===== src/design/gdm_pkg.sv =====
// Purpose: constants and carriers for the detector register map
// Assumes: frame decoding and checksum handled upstream
// Notes: none
package gdm_pkg;
  localparam int NUM_SENS = 4;
  localparam logic [15:0] ADDR_VALUE = 16'h0000;
  localparam logic [15:0] ADDR_STATUS = 16'h0020;
  localparam logic [15:0] ADDR_OVERALL = 16'h0040;
  localparam logic [15:0] ADDR_PUMP_INT = 16'h0041;
  localparam logic [15:0] ADDR_PUMP_USER = 16'h0042;
  localparam logic [15:0] ADDR_LOW_LIM = 16'h0200;
  localparam logic [15:0] ADDR_UP_LIM = 16'h0220;
  localparam logic [15:0] ADDR_GAS = 16'h0240;
  localparam logic [16:0] ADDR_MAP_END = 17'h0_025F;
  localparam logic [4:0] MAX_READ = 5'h10;
  localparam logic [15:0] READ_INVALID = 16'hFFFF;
  localparam logic [15:0] READ_MAX = 16'hFFFE;
  localparam logic [9:0] SCALE_X1 = 10'h001;
  localparam logic [9:0] SCALE_X10 = 10'h00A;
  localparam logic [9:0] SCALE_X100 = 10'h064;
  localparam logic [9:0] SCALE_X1000 = 10'h3E8;
  localparam logic [15:0] COIL_PUMP_RESET = 16'h1001;
  localparam logic [15:0] COIL_CLR_USER = 16'h1002;
  localparam logic [15:0] COIL_RSVD_LO = 16'h1003;
  localparam logic [15:0] COIL_RSVD_HI = 16'h1FFF;
  localparam logic [15:0] COIL_OFF = 16'h0000;
  localparam logic [15:0] COIL_ON_A = 16'h00FF;
  localparam logic [15:0] COIL_ON_B = 16'hFF00;
  localparam logic [7:0] EXC_ADDR = 8'h02;
  localparam logic [7:0] EXC_VALUE = 8'h03;
  localparam logic [3:0] ST_NEG = 4'h0;
  localparam logic [3:0] ST_LOW = 4'h1;
  localparam logic [3:0] ST_HIGH = 4'h2;
  localparam logic [3:0] ST_OVR = 4'h3;
  localparam logic [3:0] ST_SAFE = 4'h4;
  localparam logic [3:0] ST_CLEAR = 4'h5;
  localparam logic [3:0] ST_FAIL = 4'h6;
  localparam logic [3:0] ST_CAL = 4'h7;
  localparam logic [3:0] ST_NONE = 4'h8;
  localparam logic [3:0] ST_OVR_DUAL = 4'h9;
  localparam logic [3:0] ST_ERR2 = 4'hA;
  localparam logic [3:0] ST_ERR3 = 4'hB;
  localparam logic [3:0] ST_ERR4 = 4'hC;
  localparam logic signed [15:0] GAS_INVALID = 16'shFFFF;
  localparam logic signed [15:0] GAS_NONE = 16'sh0000;
  localparam int OV_UNSAFE = 0;
  localparam int OV_GAS = 1;
  localparam int OV_PUMP = 2;
  localparam int OV_RELAY = 3;
  localparam int OV_BATT = 4;
  localparam int OV_BOOT = 5;
  localparam int OV_MENU = 6;
  localparam logic [15:0] USER_HOURS_RST = 16'h0000;

  typedef struct packed {
    logic [15:0] meas;
    logic [1:0] scale;
    logic installed;
    logic failing;
    logic needs_cal;
    logic reading_negative;
    logic dual_range;
    logic [1:0] err_code;
    logic [15:0] lower_lim;
    logic [15:0] upper_lim;
    logic [15:0] range_max;
    logic [15:0] dead_band;
    logic signed [15:0] gas_code;
  } gdm_sensor_s;

  typedef struct packed {
    logic pump_alarm;
    logic relay_on;
    logic on_battery;
    logic booting;
    logic in_menu;
  } gdm_sys_s;

  typedef enum logic {GDM_IDLE, GDM_SEND} gdm_rd_e;
endpackage : gdm_pkg


===== src/design/gdm_regmap.sv =====
// Purpose: holding registers and command coils of the gas detector slave
// Assumes: decoded function 3 and 5 requests arrive as one-cycle strobes
// Notes: readings and codes refresh every clock from the sensor inputs
`timescale 1ns/1ps
module gdm_regmap (
  input wire logic sys_clk,
  input wire logic rst,
  input gdm_pkg::gdm_sensor_s sensor_in [gdm_pkg::NUM_SENS],
  input gdm_pkg::gdm_sys_s sys_in,
  input wire logic hour_tick,
  input wire logic [15:0] internal_pump_hours,
  input wire logic rd_start,
  input wire logic [15:0] rd_addr,
  input wire logic [4:0] rd_count,
  output logic rd_busy,
  output logic rd_word_valid,
  output logic [15:0] rd_word,
  output logic rd_last,
  output logic rd_fault,
  output logic [7:0] rd_fault_code,
  input wire logic coil_req,
  input wire logic [15:0] coil_addr,
  input wire logic [15:0] coil_value,
  output logic coil_ack,
  output logic coil_fault,
  output logic [7:0] coil_fault_code,
  output logic pump_reset,
  output logic [15:0] overall_word,
  output logic [15:0] user_pump_hours
);
  // ----------------------------------------
  // per-sensor reading and condition
  // ----------------------------------------
  logic [15:0] val_reg [gdm_pkg::NUM_SENS];
  logic [3:0] stat_reg [gdm_pkg::NUM_SENS];
  logic signed [15:0] gas_reg [gdm_pkg::NUM_SENS];
  logic [gdm_pkg::NUM_SENS-1:0] alarm_now;
  logic [gdm_pkg::NUM_SENS-1:0] alarm_reg;

  genvar gi;
  generate
    for (gi = 0; gi < gdm_pkg::NUM_SENS; gi++) begin : g_sens
      logic [9:0] mult;
      logic [25:0] prod;
      logic [15:0] scaled;
      logic [3:0] code;
      logic err;
      always_comb begin
        unique case (sensor_in[gi].scale)
          2'h0: mult = gdm_pkg::SCALE_X1;
          2'h1: mult = gdm_pkg::SCALE_X10;
          2'h2: mult = gdm_pkg::SCALE_X100;
          default: mult = gdm_pkg::SCALE_X1000;
        endcase
        prod = sensor_in[gi].meas * mult;
        // clamp keeps the error code free
        if (prod > 26'(gdm_pkg::READ_MAX)) begin
          scaled = gdm_pkg::READ_MAX;
        end else begin
          scaled = prod[15:0];
        end
      end
      always_comb begin
        err = 1'b0;
        if (!sensor_in[gi].installed) begin
          code = gdm_pkg::ST_NONE;
        end else if (sensor_in[gi].failing) begin
          code = gdm_pkg::ST_FAIL;
          err = 1'b1;
        end else if (sensor_in[gi].err_code != 2'h0) begin
          code = gdm_pkg::ST_FAIL + 4'(sensor_in[gi].err_code) + 4'h3;
          err = 1'b1;
        end else if (sensor_in[gi].needs_cal) begin
          code = gdm_pkg::ST_CAL;
        end else if (sensor_in[gi].reading_negative) begin
          code = gdm_pkg::ST_NEG;
        end else if (scaled > sensor_in[gi].range_max) begin
          code = sensor_in[gi].dual_range ? gdm_pkg::ST_OVR_DUAL : gdm_pkg::ST_OVR;
        end else if (scaled > sensor_in[gi].upper_lim) begin
          code = gdm_pkg::ST_HIGH;
        end else if (scaled > sensor_in[gi].lower_lim) begin
          code = gdm_pkg::ST_LOW;
        end else if (scaled <= sensor_in[gi].dead_band) begin
          code = gdm_pkg::ST_CLEAR;
        end else begin
          code = gdm_pkg::ST_SAFE;
        end
      end
      assign alarm_now[gi] = !(code == gdm_pkg::ST_SAFE || code == gdm_pkg::ST_CLEAR
                               || code == gdm_pkg::ST_NONE);
      always_ff @(posedge sys_clk) begin
        if (rst) begin
          val_reg[gi] <= gdm_pkg::READ_INVALID;
          stat_reg[gi] <= gdm_pkg::ST_NONE;
          gas_reg[gi] <= gdm_pkg::GAS_NONE;
          alarm_reg[gi] <= 1'b0;
        end else begin
          stat_reg[gi] <= code;
          alarm_reg[gi] <= alarm_now[gi];
          if (sys_in.booting || err) begin
            val_reg[gi] <= gdm_pkg::READ_INVALID;
          end else if (!sensor_in[gi].installed) begin
            val_reg[gi] <= 16'h0000;
          end else begin
            val_reg[gi] <= scaled;
          end
          if (!sensor_in[gi].installed) begin
            gas_reg[gi] <= gdm_pkg::GAS_NONE;
          end else if (sensor_in[gi].gas_code < gdm_pkg::GAS_INVALID) begin
            gas_reg[gi] <= gdm_pkg::GAS_INVALID;
          end else begin
            gas_reg[gi] <= sensor_in[gi].gas_code;
          end
        end
      end
    end
  endgenerate

  // ----------------------------------------
  // overall condition word
  // ----------------------------------------
  logic [15:0] overall_next;
  always_comb begin
    overall_next = 16'h0000;
    overall_next[gdm_pkg::OV_GAS] = |alarm_now;
    overall_next[gdm_pkg::OV_PUMP] = sys_in.pump_alarm;
    overall_next[gdm_pkg::OV_UNSAFE] = (|alarm_now) | sys_in.pump_alarm;
    overall_next[gdm_pkg::OV_RELAY] = sys_in.relay_on;
    overall_next[gdm_pkg::OV_BATT] = sys_in.on_battery;
    overall_next[gdm_pkg::OV_BOOT] = sys_in.booting;
    overall_next[gdm_pkg::OV_MENU] = sys_in.in_menu;
  end
  always_ff @(posedge sys_clk) begin
    if (rst) begin
      overall_word <= 16'h0000;
    end else begin
      overall_word <= overall_next;
    end
  end

  // ----------------------------------------
  // command coils
  // ----------------------------------------
  logic coil_on;
  logic coil_val_ok;
  logic coil_addr_ok;
  assign coil_on = coil_value == gdm_pkg::COIL_ON_A || coil_value == gdm_pkg::COIL_ON_B;
  assign coil_val_ok = coil_on || coil_value == gdm_pkg::COIL_OFF;
  assign coil_addr_ok = coil_addr >= gdm_pkg::COIL_PUMP_RESET
                        && coil_addr <= gdm_pkg::COIL_RSVD_HI;
  always_ff @(posedge sys_clk) begin
    if (rst) begin
      coil_ack <= 1'b0;
      coil_fault <= 1'b0;
      coil_fault_code <= 8'h00;
      pump_reset <= 1'b0;
    end else begin
      coil_ack <= coil_req;
      coil_fault <= coil_req && !(coil_addr_ok && coil_val_ok);
      coil_fault_code <= !coil_req ? 8'h00 : !coil_addr_ok ? gdm_pkg::EXC_ADDR
                         : !coil_val_ok ? gdm_pkg::EXC_VALUE : 8'h00;
      pump_reset <= coil_req && coil_on && coil_addr == gdm_pkg::COIL_PUMP_RESET;
    end
  end
  always_ff @(posedge sys_clk) begin
    if (rst) begin
      user_pump_hours <= gdm_pkg::USER_HOURS_RST;
    end else if (coil_req && coil_on && coil_addr == gdm_pkg::COIL_CLR_USER) begin
      user_pump_hours <= 16'h0000;
    end else if (hour_tick && user_pump_hours != 16'hFFFF) begin
      user_pump_hours <= user_pump_hours + 16'h0001;
    end
  end

  // ----------------------------------------
  // holding register reads
  // ----------------------------------------
  gdm_pkg::gdm_rd_e rd_state;
  logic [15:0] ptr_reg;
  logic [4:0] left_reg;
  logic [15:0] look;
  logic [16:0] end_addr;
  logic [1:0] si;
  logic in_sens;
  assign rd_busy = rd_state == gdm_pkg::GDM_SEND;
  assign end_addr = {1'b0, rd_addr} + {12'h000, rd_count} - 17'h0_0001;
  assign si = ptr_reg[1:0];
  assign in_sens = ptr_reg[4:0] < 5'(gdm_pkg::NUM_SENS);

  always_comb begin
    look = 16'h0000;
    unique case ({ptr_reg[15:5], 5'h00})
      gdm_pkg::ADDR_VALUE: look = in_sens ? val_reg[si] : 16'h0000;
      gdm_pkg::ADDR_STATUS: look = in_sens ? {12'h000, stat_reg[si]} : 16'h0000;
      gdm_pkg::ADDR_LOW_LIM: look = in_sens ? sensor_in[si].lower_lim : 16'h0000;
      gdm_pkg::ADDR_UP_LIM: look = in_sens ? sensor_in[si].upper_lim : 16'h0000;
      gdm_pkg::ADDR_GAS: look = in_sens ? gas_reg[si] : 16'h0000;
      default: begin
        if (ptr_reg == gdm_pkg::ADDR_OVERALL) begin
          look = overall_word;
        end else if (ptr_reg == gdm_pkg::ADDR_PUMP_INT) begin
          look = internal_pump_hours;
        end else if (ptr_reg == gdm_pkg::ADDR_PUMP_USER) begin
          look = user_pump_hours;
        end
      end
    endcase
  end

  always_ff @(posedge sys_clk) begin
    if (rst) begin
      rd_state <= gdm_pkg::GDM_IDLE;
      ptr_reg <= 16'h0000;
      left_reg <= 5'h00;
      rd_word_valid <= 1'b0;
      rd_word <= 16'h0000;
      rd_last <= 1'b0;
      rd_fault <= 1'b0;
      rd_fault_code <= 8'h00;
    end else begin
      rd_word_valid <= 1'b0;
      rd_last <= 1'b0;
      rd_fault <= 1'b0;
      rd_fault_code <= 8'h00;
      unique case (rd_state)
        gdm_pkg::GDM_IDLE: begin
          if (rd_start) begin
            if (rd_count == 5'h00 || rd_count > gdm_pkg::MAX_READ) begin
              rd_fault <= 1'b1;
              rd_fault_code <= gdm_pkg::EXC_VALUE;
            end else if (end_addr > gdm_pkg::ADDR_MAP_END) begin
              rd_fault <= 1'b1;
              rd_fault_code <= gdm_pkg::EXC_ADDR;
            end else begin
              rd_state <= gdm_pkg::GDM_SEND;
              ptr_reg <= rd_addr;
              left_reg <= rd_count;
            end
          end
        end
        gdm_pkg::GDM_SEND: begin
          rd_word_valid <= 1'b1;
          rd_word <= look;
          ptr_reg <= ptr_reg + 16'h0001;
          left_reg <= left_reg - 5'h01;
          if (left_reg == 5'h01) begin
            rd_last <= 1'b1;
            rd_state <= gdm_pkg::GDM_IDLE;
          end
        end
      endcase
    end
  end

  // ----------------------------------------
  // checks
  // ----------------------------------------
  a_boot_invalid: assert property (@(posedge sys_clk) disable iff (rst)
    $past(sys_in.booting) && !$past(rst) |-> val_reg[0] == 16'hFFFF && val_reg[3] == 16'hFFFF)
    else $error("reading not invalid while booting");
  a_fail_invalid: assert property (@(posedge sys_clk) disable iff (rst)
    stat_reg[0] == 4'h6 || stat_reg[0] >= 4'hA |-> val_reg[0] == 16'hFFFF)
    else $error("failing sensor reading not invalid");
  a_good_max: assert property (@(posedge sys_clk) disable iff (rst)
    !$past(sys_in.booting) && stat_reg[0] == 4'h4 && !$past(rst) |-> val_reg[0] <= 16'hFFFE)
    else $error("good reading above limit");
  a_no_sensor: assert property (@(posedge sys_clk) disable iff (rst)
    !$past(sensor_in[3].installed) && !$past(rst) |-> stat_reg[3] == 4'h8 && gas_reg[3] == 0)
    else $error("absent sensor not coded 8");
  a_rsvd_zero: assert property (@(posedge sys_clk) disable iff (rst)
    overall_word[15:7] == 9'h000)
    else $error("reserved status bits set");
  a_gas_bit: assert property (@(posedge sys_clk) disable iff (rst)
    !$past(rst) |-> overall_word[1] == |alarm_reg && overall_word[0] >= overall_word[1])
    else $error("gas alarm bit wrong");
  a_pump_cmd: assert property (@(posedge sys_clk) disable iff (rst)
    coil_req && coil_addr == 16'h1001 && coil_value == 16'hFF00 |=> pump_reset && coil_ack)
    else $error("pump reset not pulsed");
  a_coil_off: assert property (@(posedge sys_clk) disable iff (rst)
    coil_req && coil_value == 16'h0000 && coil_addr >= 16'h1001 && coil_addr <= 16'h1FFF
    |=> !pump_reset && !coil_fault && coil_ack ##1 (!pump_reset || $past(coil_req)))
    else $error("off value acted");
  a_user_clear: assert property (@(posedge sys_clk) disable iff (rst)
    coil_req && coil_addr == 16'h1002 && coil_value == 16'h00FF |=> user_pump_hours == 0)
    else $error("user count not cleared");
  a_read_pair: assert property (@(posedge sys_clk) disable iff (rst)
    !rd_busy && rd_start && rd_addr == 16'h0040 && rd_count == 5'h02
    |=> ##1 rd_word_valid && !rd_last ##1 rd_word_valid && rd_last ##1 !rd_busy)
    else $error("two-word read misframed");
  a_read_limit: assert property (@(posedge sys_clk) disable iff (rst)
    !rd_busy && rd_start && rd_count > 5'h10 |=> rd_fault && !rd_busy)
    else $error("oversize read accepted");
  a_coil_range: assert property (@(posedge sys_clk) disable iff (rst)
    coil_req && coil_addr >= 16'h1003 && coil_addr <= 16'h1FFF && coil_value == 16'hFF00
    |=> coil_ack && !coil_fault && !pump_reset)
    else $error("reserved coil acted or refused");
  a_user_hold: assert property (@(posedge sys_clk) disable iff (rst)
    coil_req && coil_addr == 16'h1002 && coil_value == 16'h0000 && !hour_tick
    |=> user_pump_hours == $past(user_pump_hours))
    else $error("user count changed by off value");
  a_boot_bit: assert property (@(posedge sys_clk) disable iff (rst)
    !$past(rst) |-> overall_word[5] == $past(sys_in.booting)
    && overall_word[6] == $past(sys_in.in_menu))
    else $error("boot or menu bit wrong");
  a_pump_bit: assert property (@(posedge sys_clk) disable iff (rst)
    !$past(rst) |-> overall_word[2] == $past(sys_in.pump_alarm) && overall_word[0] >= overall_word[2])
    else $error("pump alarm bit wrong");
  a_relay_batt: assert property (@(posedge sys_clk) disable iff (rst)
    !$past(rst) |-> overall_word[4:3] == {$past(sys_in.on_battery), $past(sys_in.relay_on)})
    else $error("relay or battery bit wrong");
endmodule : gdm_regmap


===== config.mk =====
export PLATFORM = sky130hd
export DESIGN_NAME = gdm_regmap
export DESIGN_NICKNAME = d
export VERILOG_FILES = /design/src/design/gdm_pkg.sv /design/src/design/gdm_regmap.sv
export SDC_FILE = /design/constraint.sdc
export NUM_CORES = 2
export LEC_CHECK = 0
export BUFFER_PORTS_ARGS = -buffer_cell sky130_fd_sc_hd__buf_2
export CAP_MARGIN = 20
export CORE_MARGIN = 2
export CORE_UTILIZATION = 40
export CTS_BUF_LIST = sky130_fd_sc_hd__clkbuf_4
export DETAILED_ROUTE_END_ITERATION = 16
export SYNTH_ARGS = -nofsm -noshare
export SYNTH_HDL_FRONTEND = slang
export SYNTH_SLANG_ARGS = --single-unit

===== constraint.sdc =====
create_clock -name sys_clk -period 15.86 [get_ports sys_clk]
set_input_delay 3.172 -clock sys_clk [delete_from_list [all_inputs] [get_ports sys_clk]]
set_output_delay 3.172 -clock sys_clk [all_outputs]
set_load 0.02 [all_outputs]

==> PnR_summary.wiki <==
{| class="wikitable"
! Metric !! Value
|-
| Result of the run || finished clean
|-
| Number of flops mapped to enable cells by yosys || 128
|-
| Hold/Removal Path Class || flop to flop
|-
| Maximum number of pins on one net before global-route repair || 59
|-
| Setup repair after global routing missed its margin || no
|-
| Detailed router's first-iteration violation count || between 3000 and 4000
|-
| CTS HTree Levels || 2
|-
| Total die area || about 100000 um2
|-
| WP data required || 16.46 ns
|-
| Setup violators final || 0
|-
| Number of pins exceeding their max-slew limit in the final report || 0
|-
| Simple-gate share of the synthesized area || approximately 17%
|-
| Starting density of the core || 40.29%
|-
| Buffers inserted by post-CTS timing repair || 0
|-
| Standard-cell rows || 114
|-
| Leak Pwr || roughly 22 nW
|-
| Initial antenna violation count || 42
|-
| GR Overflow Total || 0
|-
| Total core area || 96570 um2
|-
| Total power density per cell area || 87.29 nW/um2
|-
| Post-synth top area cell || sky130_fd_sc_hd__ha_1
|-
| Dominant register cell in the synthesized netlist || sky130_fd_sc_hd__edfxtp_1
|-
| Post-layout nets || 6553
|-
| Routed via count || about 35000
|-
| Arithmetic-cell share of the synthesized area counting full adders, half adders and majority gates || 38.30%
|-
| Headroom to the max-slew limit || 24.48%
|-
| RePlAce Congestion || 0.9797
|-
| Mean cell area of the mapped netlist || 8.711 um2
|-
| Count of pins on the block boundary || 570
|-
| Synthesized instance count || roughly 4500
|-
| Aggregate negative setup slack || 0 ns
|-
| Total of max-cap violations || 0
|-
| Met1 WL || 60.44 mm
|-
| Met2 Routed Length || 64.12 mm
|-
| Final total power || 0.003851 W
|-
| FMAX || between 70 and 80 MHz
|-
| Number of sinks handled by clock tree synthesis || 216
|-
| Maximum single-stage delay on the critical path || 0.70 ns
|-
| Share of the core filled with cells || 45.69%
|-
| Post-synthesis register bit count || 216
|-
| Leading cell type in the layout, fill and taps excluded || sky130_fd_sc_hd__inv_1
|-
| TritonCTS clock tree || done
|-
| Register area share after synthesis || 14.41%
|-
| Number of fill cells in the layout || 9701
|-
| DR WL/cell || roughly 22 um
|-
| Most used cells in the layout excluding fill and tap cells || 790 x sky130_fd_sc_hd__inv_1, 607 x sky130_fd_sc_hd__ha_1, 548 x sky130_fd_sc_hd__buf_2, 365 x sky130_fd_sc_hd__fa_1, 335 x sky130_fd_sc_hd__nand2_1
|-
| Post-route ant nets || 0
|-
| Area growth from synthesis to layout || 13.40%
|-
| Root buffer selected by CTS || sky130_fd_sc_hd__clkbuf_4
|-
| Max Clock Skew || 0.07711 ns
|-
| Yosys Warn Count || 0
|-
| Fraction of layout cells with a size suffix above 1 || about 15%
|-
| Final Hold Slack || 0.4574 ns
|-
| Clk Latency, worst-skew pair || about 0.81 ns
|-
| Startpoint Class || input pin
|-
| Final period utilization || between 80% and 90%
|-
| Die X || 315.9 um
|-
| Slowest stage cell, crit path || sky130_fd_sc_hd__nor2b_1
|-
| Clock slew at the register clock pins of the worst setup and hold paths || roughly 0.070 ns
|-
| CP dominant cell by count || sky130_fd_sc_hd__fa_1
|-
| Crit path DAT || between 10 and 15 ns
|-
| # hold bufs at CTS || 0
|-
| Final HPWL from detailed placement || roughly 120 mm
|-
| Maximum fanout count along the critical path || 51
|-
| Category of the most critical setup path || input pin to flop
|-
| Post-synthesis share of cell area spent on xor and xnor gates || 2.589%
|-
| Least-Margin Pin Slew || 1.129 ns
|-
| Detailed-route vias per instance || 5.461
|-
| Share of async-settable or async-resettable flops after synthesis || 0%
|-
| Worst-case setup margin in the final layout || 2.943 ns
|-
| Post-detailed-route DRC marker count || 0
|-
| Total CTS buffers || 59
|-
| Wire length of the first global-routing pass || about 210 mm
|-
| Clk buf depth || 3
|-
| Final number of hold-violating endpoints || 0
|-
| Worst Setup End Kind || flop
|-
| Multiplexer area fraction after synthesis || 4.502%
|-
| Number of distinct library cell variants in the gate-level netlist after synthesis || 82
|-
| 1st-pass router iterations || 8
|-
| Shortest clock period the worst path allows after layout || about 13 ns
|-
| Top cells by area, synth || sky130_fd_sc_hd__ha_1 20%, sky130_fd_sc_hd__fa_1 19%, sky130_fd_sc_hd__edfxtp_1 9.9%
|-
| Routed met3 length || 11.35 mm
|-
| Uppermost signal routing layer after detailed routing || met5
|-
| Post-Route WL || 142.4 mm
|-
| CTS resizes || 0
|-
| Number of global-route vias before repair || 33730
|-
| Gr usage total || 28.18%
|-
| Worst setup slack before clock tree synthesis || approximately 2.3 ns
|-
| Number of I/O port buffers || 548
|-
| Yosys top cell area share || around a fifth
|-
| Worst VDD drop || around 0.07 mV
|-
| Die height || 315.9 um
|-
| Compound-cell area share of the yosys netlist || 13.53%
|-
| Area of the mapped netlist || 38900 um2
|-
| Dominant combinational cell family by area after synthesis || adder cells
|}
==> cells by family after synthesis <==
group | count (synthesis)
AND/OR/NAND/NOR | 1318
adder cells (fa/ha/maj) | 972
buffers and inverters | 953
AO/OA/AOI/OAI | 793
flip-flops | 216
XOR/XNOR | 115
multiplexers | 97
other | 2
==> cell usage after synthesis, drive strengths merged, types with 28 or more instances <==
master,n
and3,55
or2,36
buf,43
xor2,52
a21oi,218
nor2b,60
nand2b,83
a211oi,46
and2,127
fa,365
nand2,335
a22oi,28
clkbuf,120
edfxtp,128
nor2,259
inv,790
a21o,93
a31oi,69
o21ai,111
nor4,29
dfxtp,88
xnor2,63
nor3,64
nand3,107
mux2i,31
nand4,79
mux4,62
ha,607
==> layer usage <==
layer  global-route usage, %  vias up
li1                        -    16450
met1                   37.97    16970
met2                   44.62     1387
met3                   5.083      274
met4                   11.54       22
met5                       0        -
==> report_power, final <==
part	internal, W	switching [W]	total [W]	leakage, nW
sequential	0.000628	0.0000160	0.000644	1.97
combinational	0.00102	0.00167	0.00269	20.0
clock	0.000261	0.000256	0.000517	0.449
total	0.00191	0.00194	0.00385	22.4
==> layout make-up <==
type | instances | area (um2) | share of cell area (%)
Tap cell | 1276 | 1597 | 3.619
Sequential cell | 216 | 5610 | 12.72
Antenna cell | 25 | 62.56 | 0.1418
Timing Repair Buffer | 571 | 2932 | 6.645
Inverter | 790 | 2965 | 6.721
Clock buffer | 84 | 630.6 | 1.429
Clock inverter | 22 | 125.1 | 0.2836
Multi-Input combinational cell | 3444 | 30200 | 68.44
==> critical path, delay by kind of cell <==
| family | cells | cell delay [ns] |
|---|---|---|
| compound gates | 12 | 3.68 |
| fa+ha+maj | 7 | 3.34 |
| buf+inv | 5 | 0.97 |
| mux | 1 | 0.38 |
| simple gates | 8 | 1.92 |
==> through the flow <==
stage	instances	instance area (um2)
3_5_place_dp	6293	43260
4_1_cts	6399	44010
6_report	6428	44120
5_1_grt	6417	44090
2_1_floorplan	4613	39460
3_3_place_gp	6293	43260
==> final timing paths <==
path | from | endpoint | slack [ns] | cells past startpoint
worst max-delay path | sensor_in[87] | overall_word[0] | 2.94 | 33
worst min register to register | rd_word[0] | rd_word[0] | 0.46 | 2
worst min-delay path | rd_word[0] | rd_word[0] | 0.46 | 2
worst max register to register | ptr_reg[5] | rd_word[14] | 12.68 | 7
Note: power is estimated with default switching activity, not from simulation.
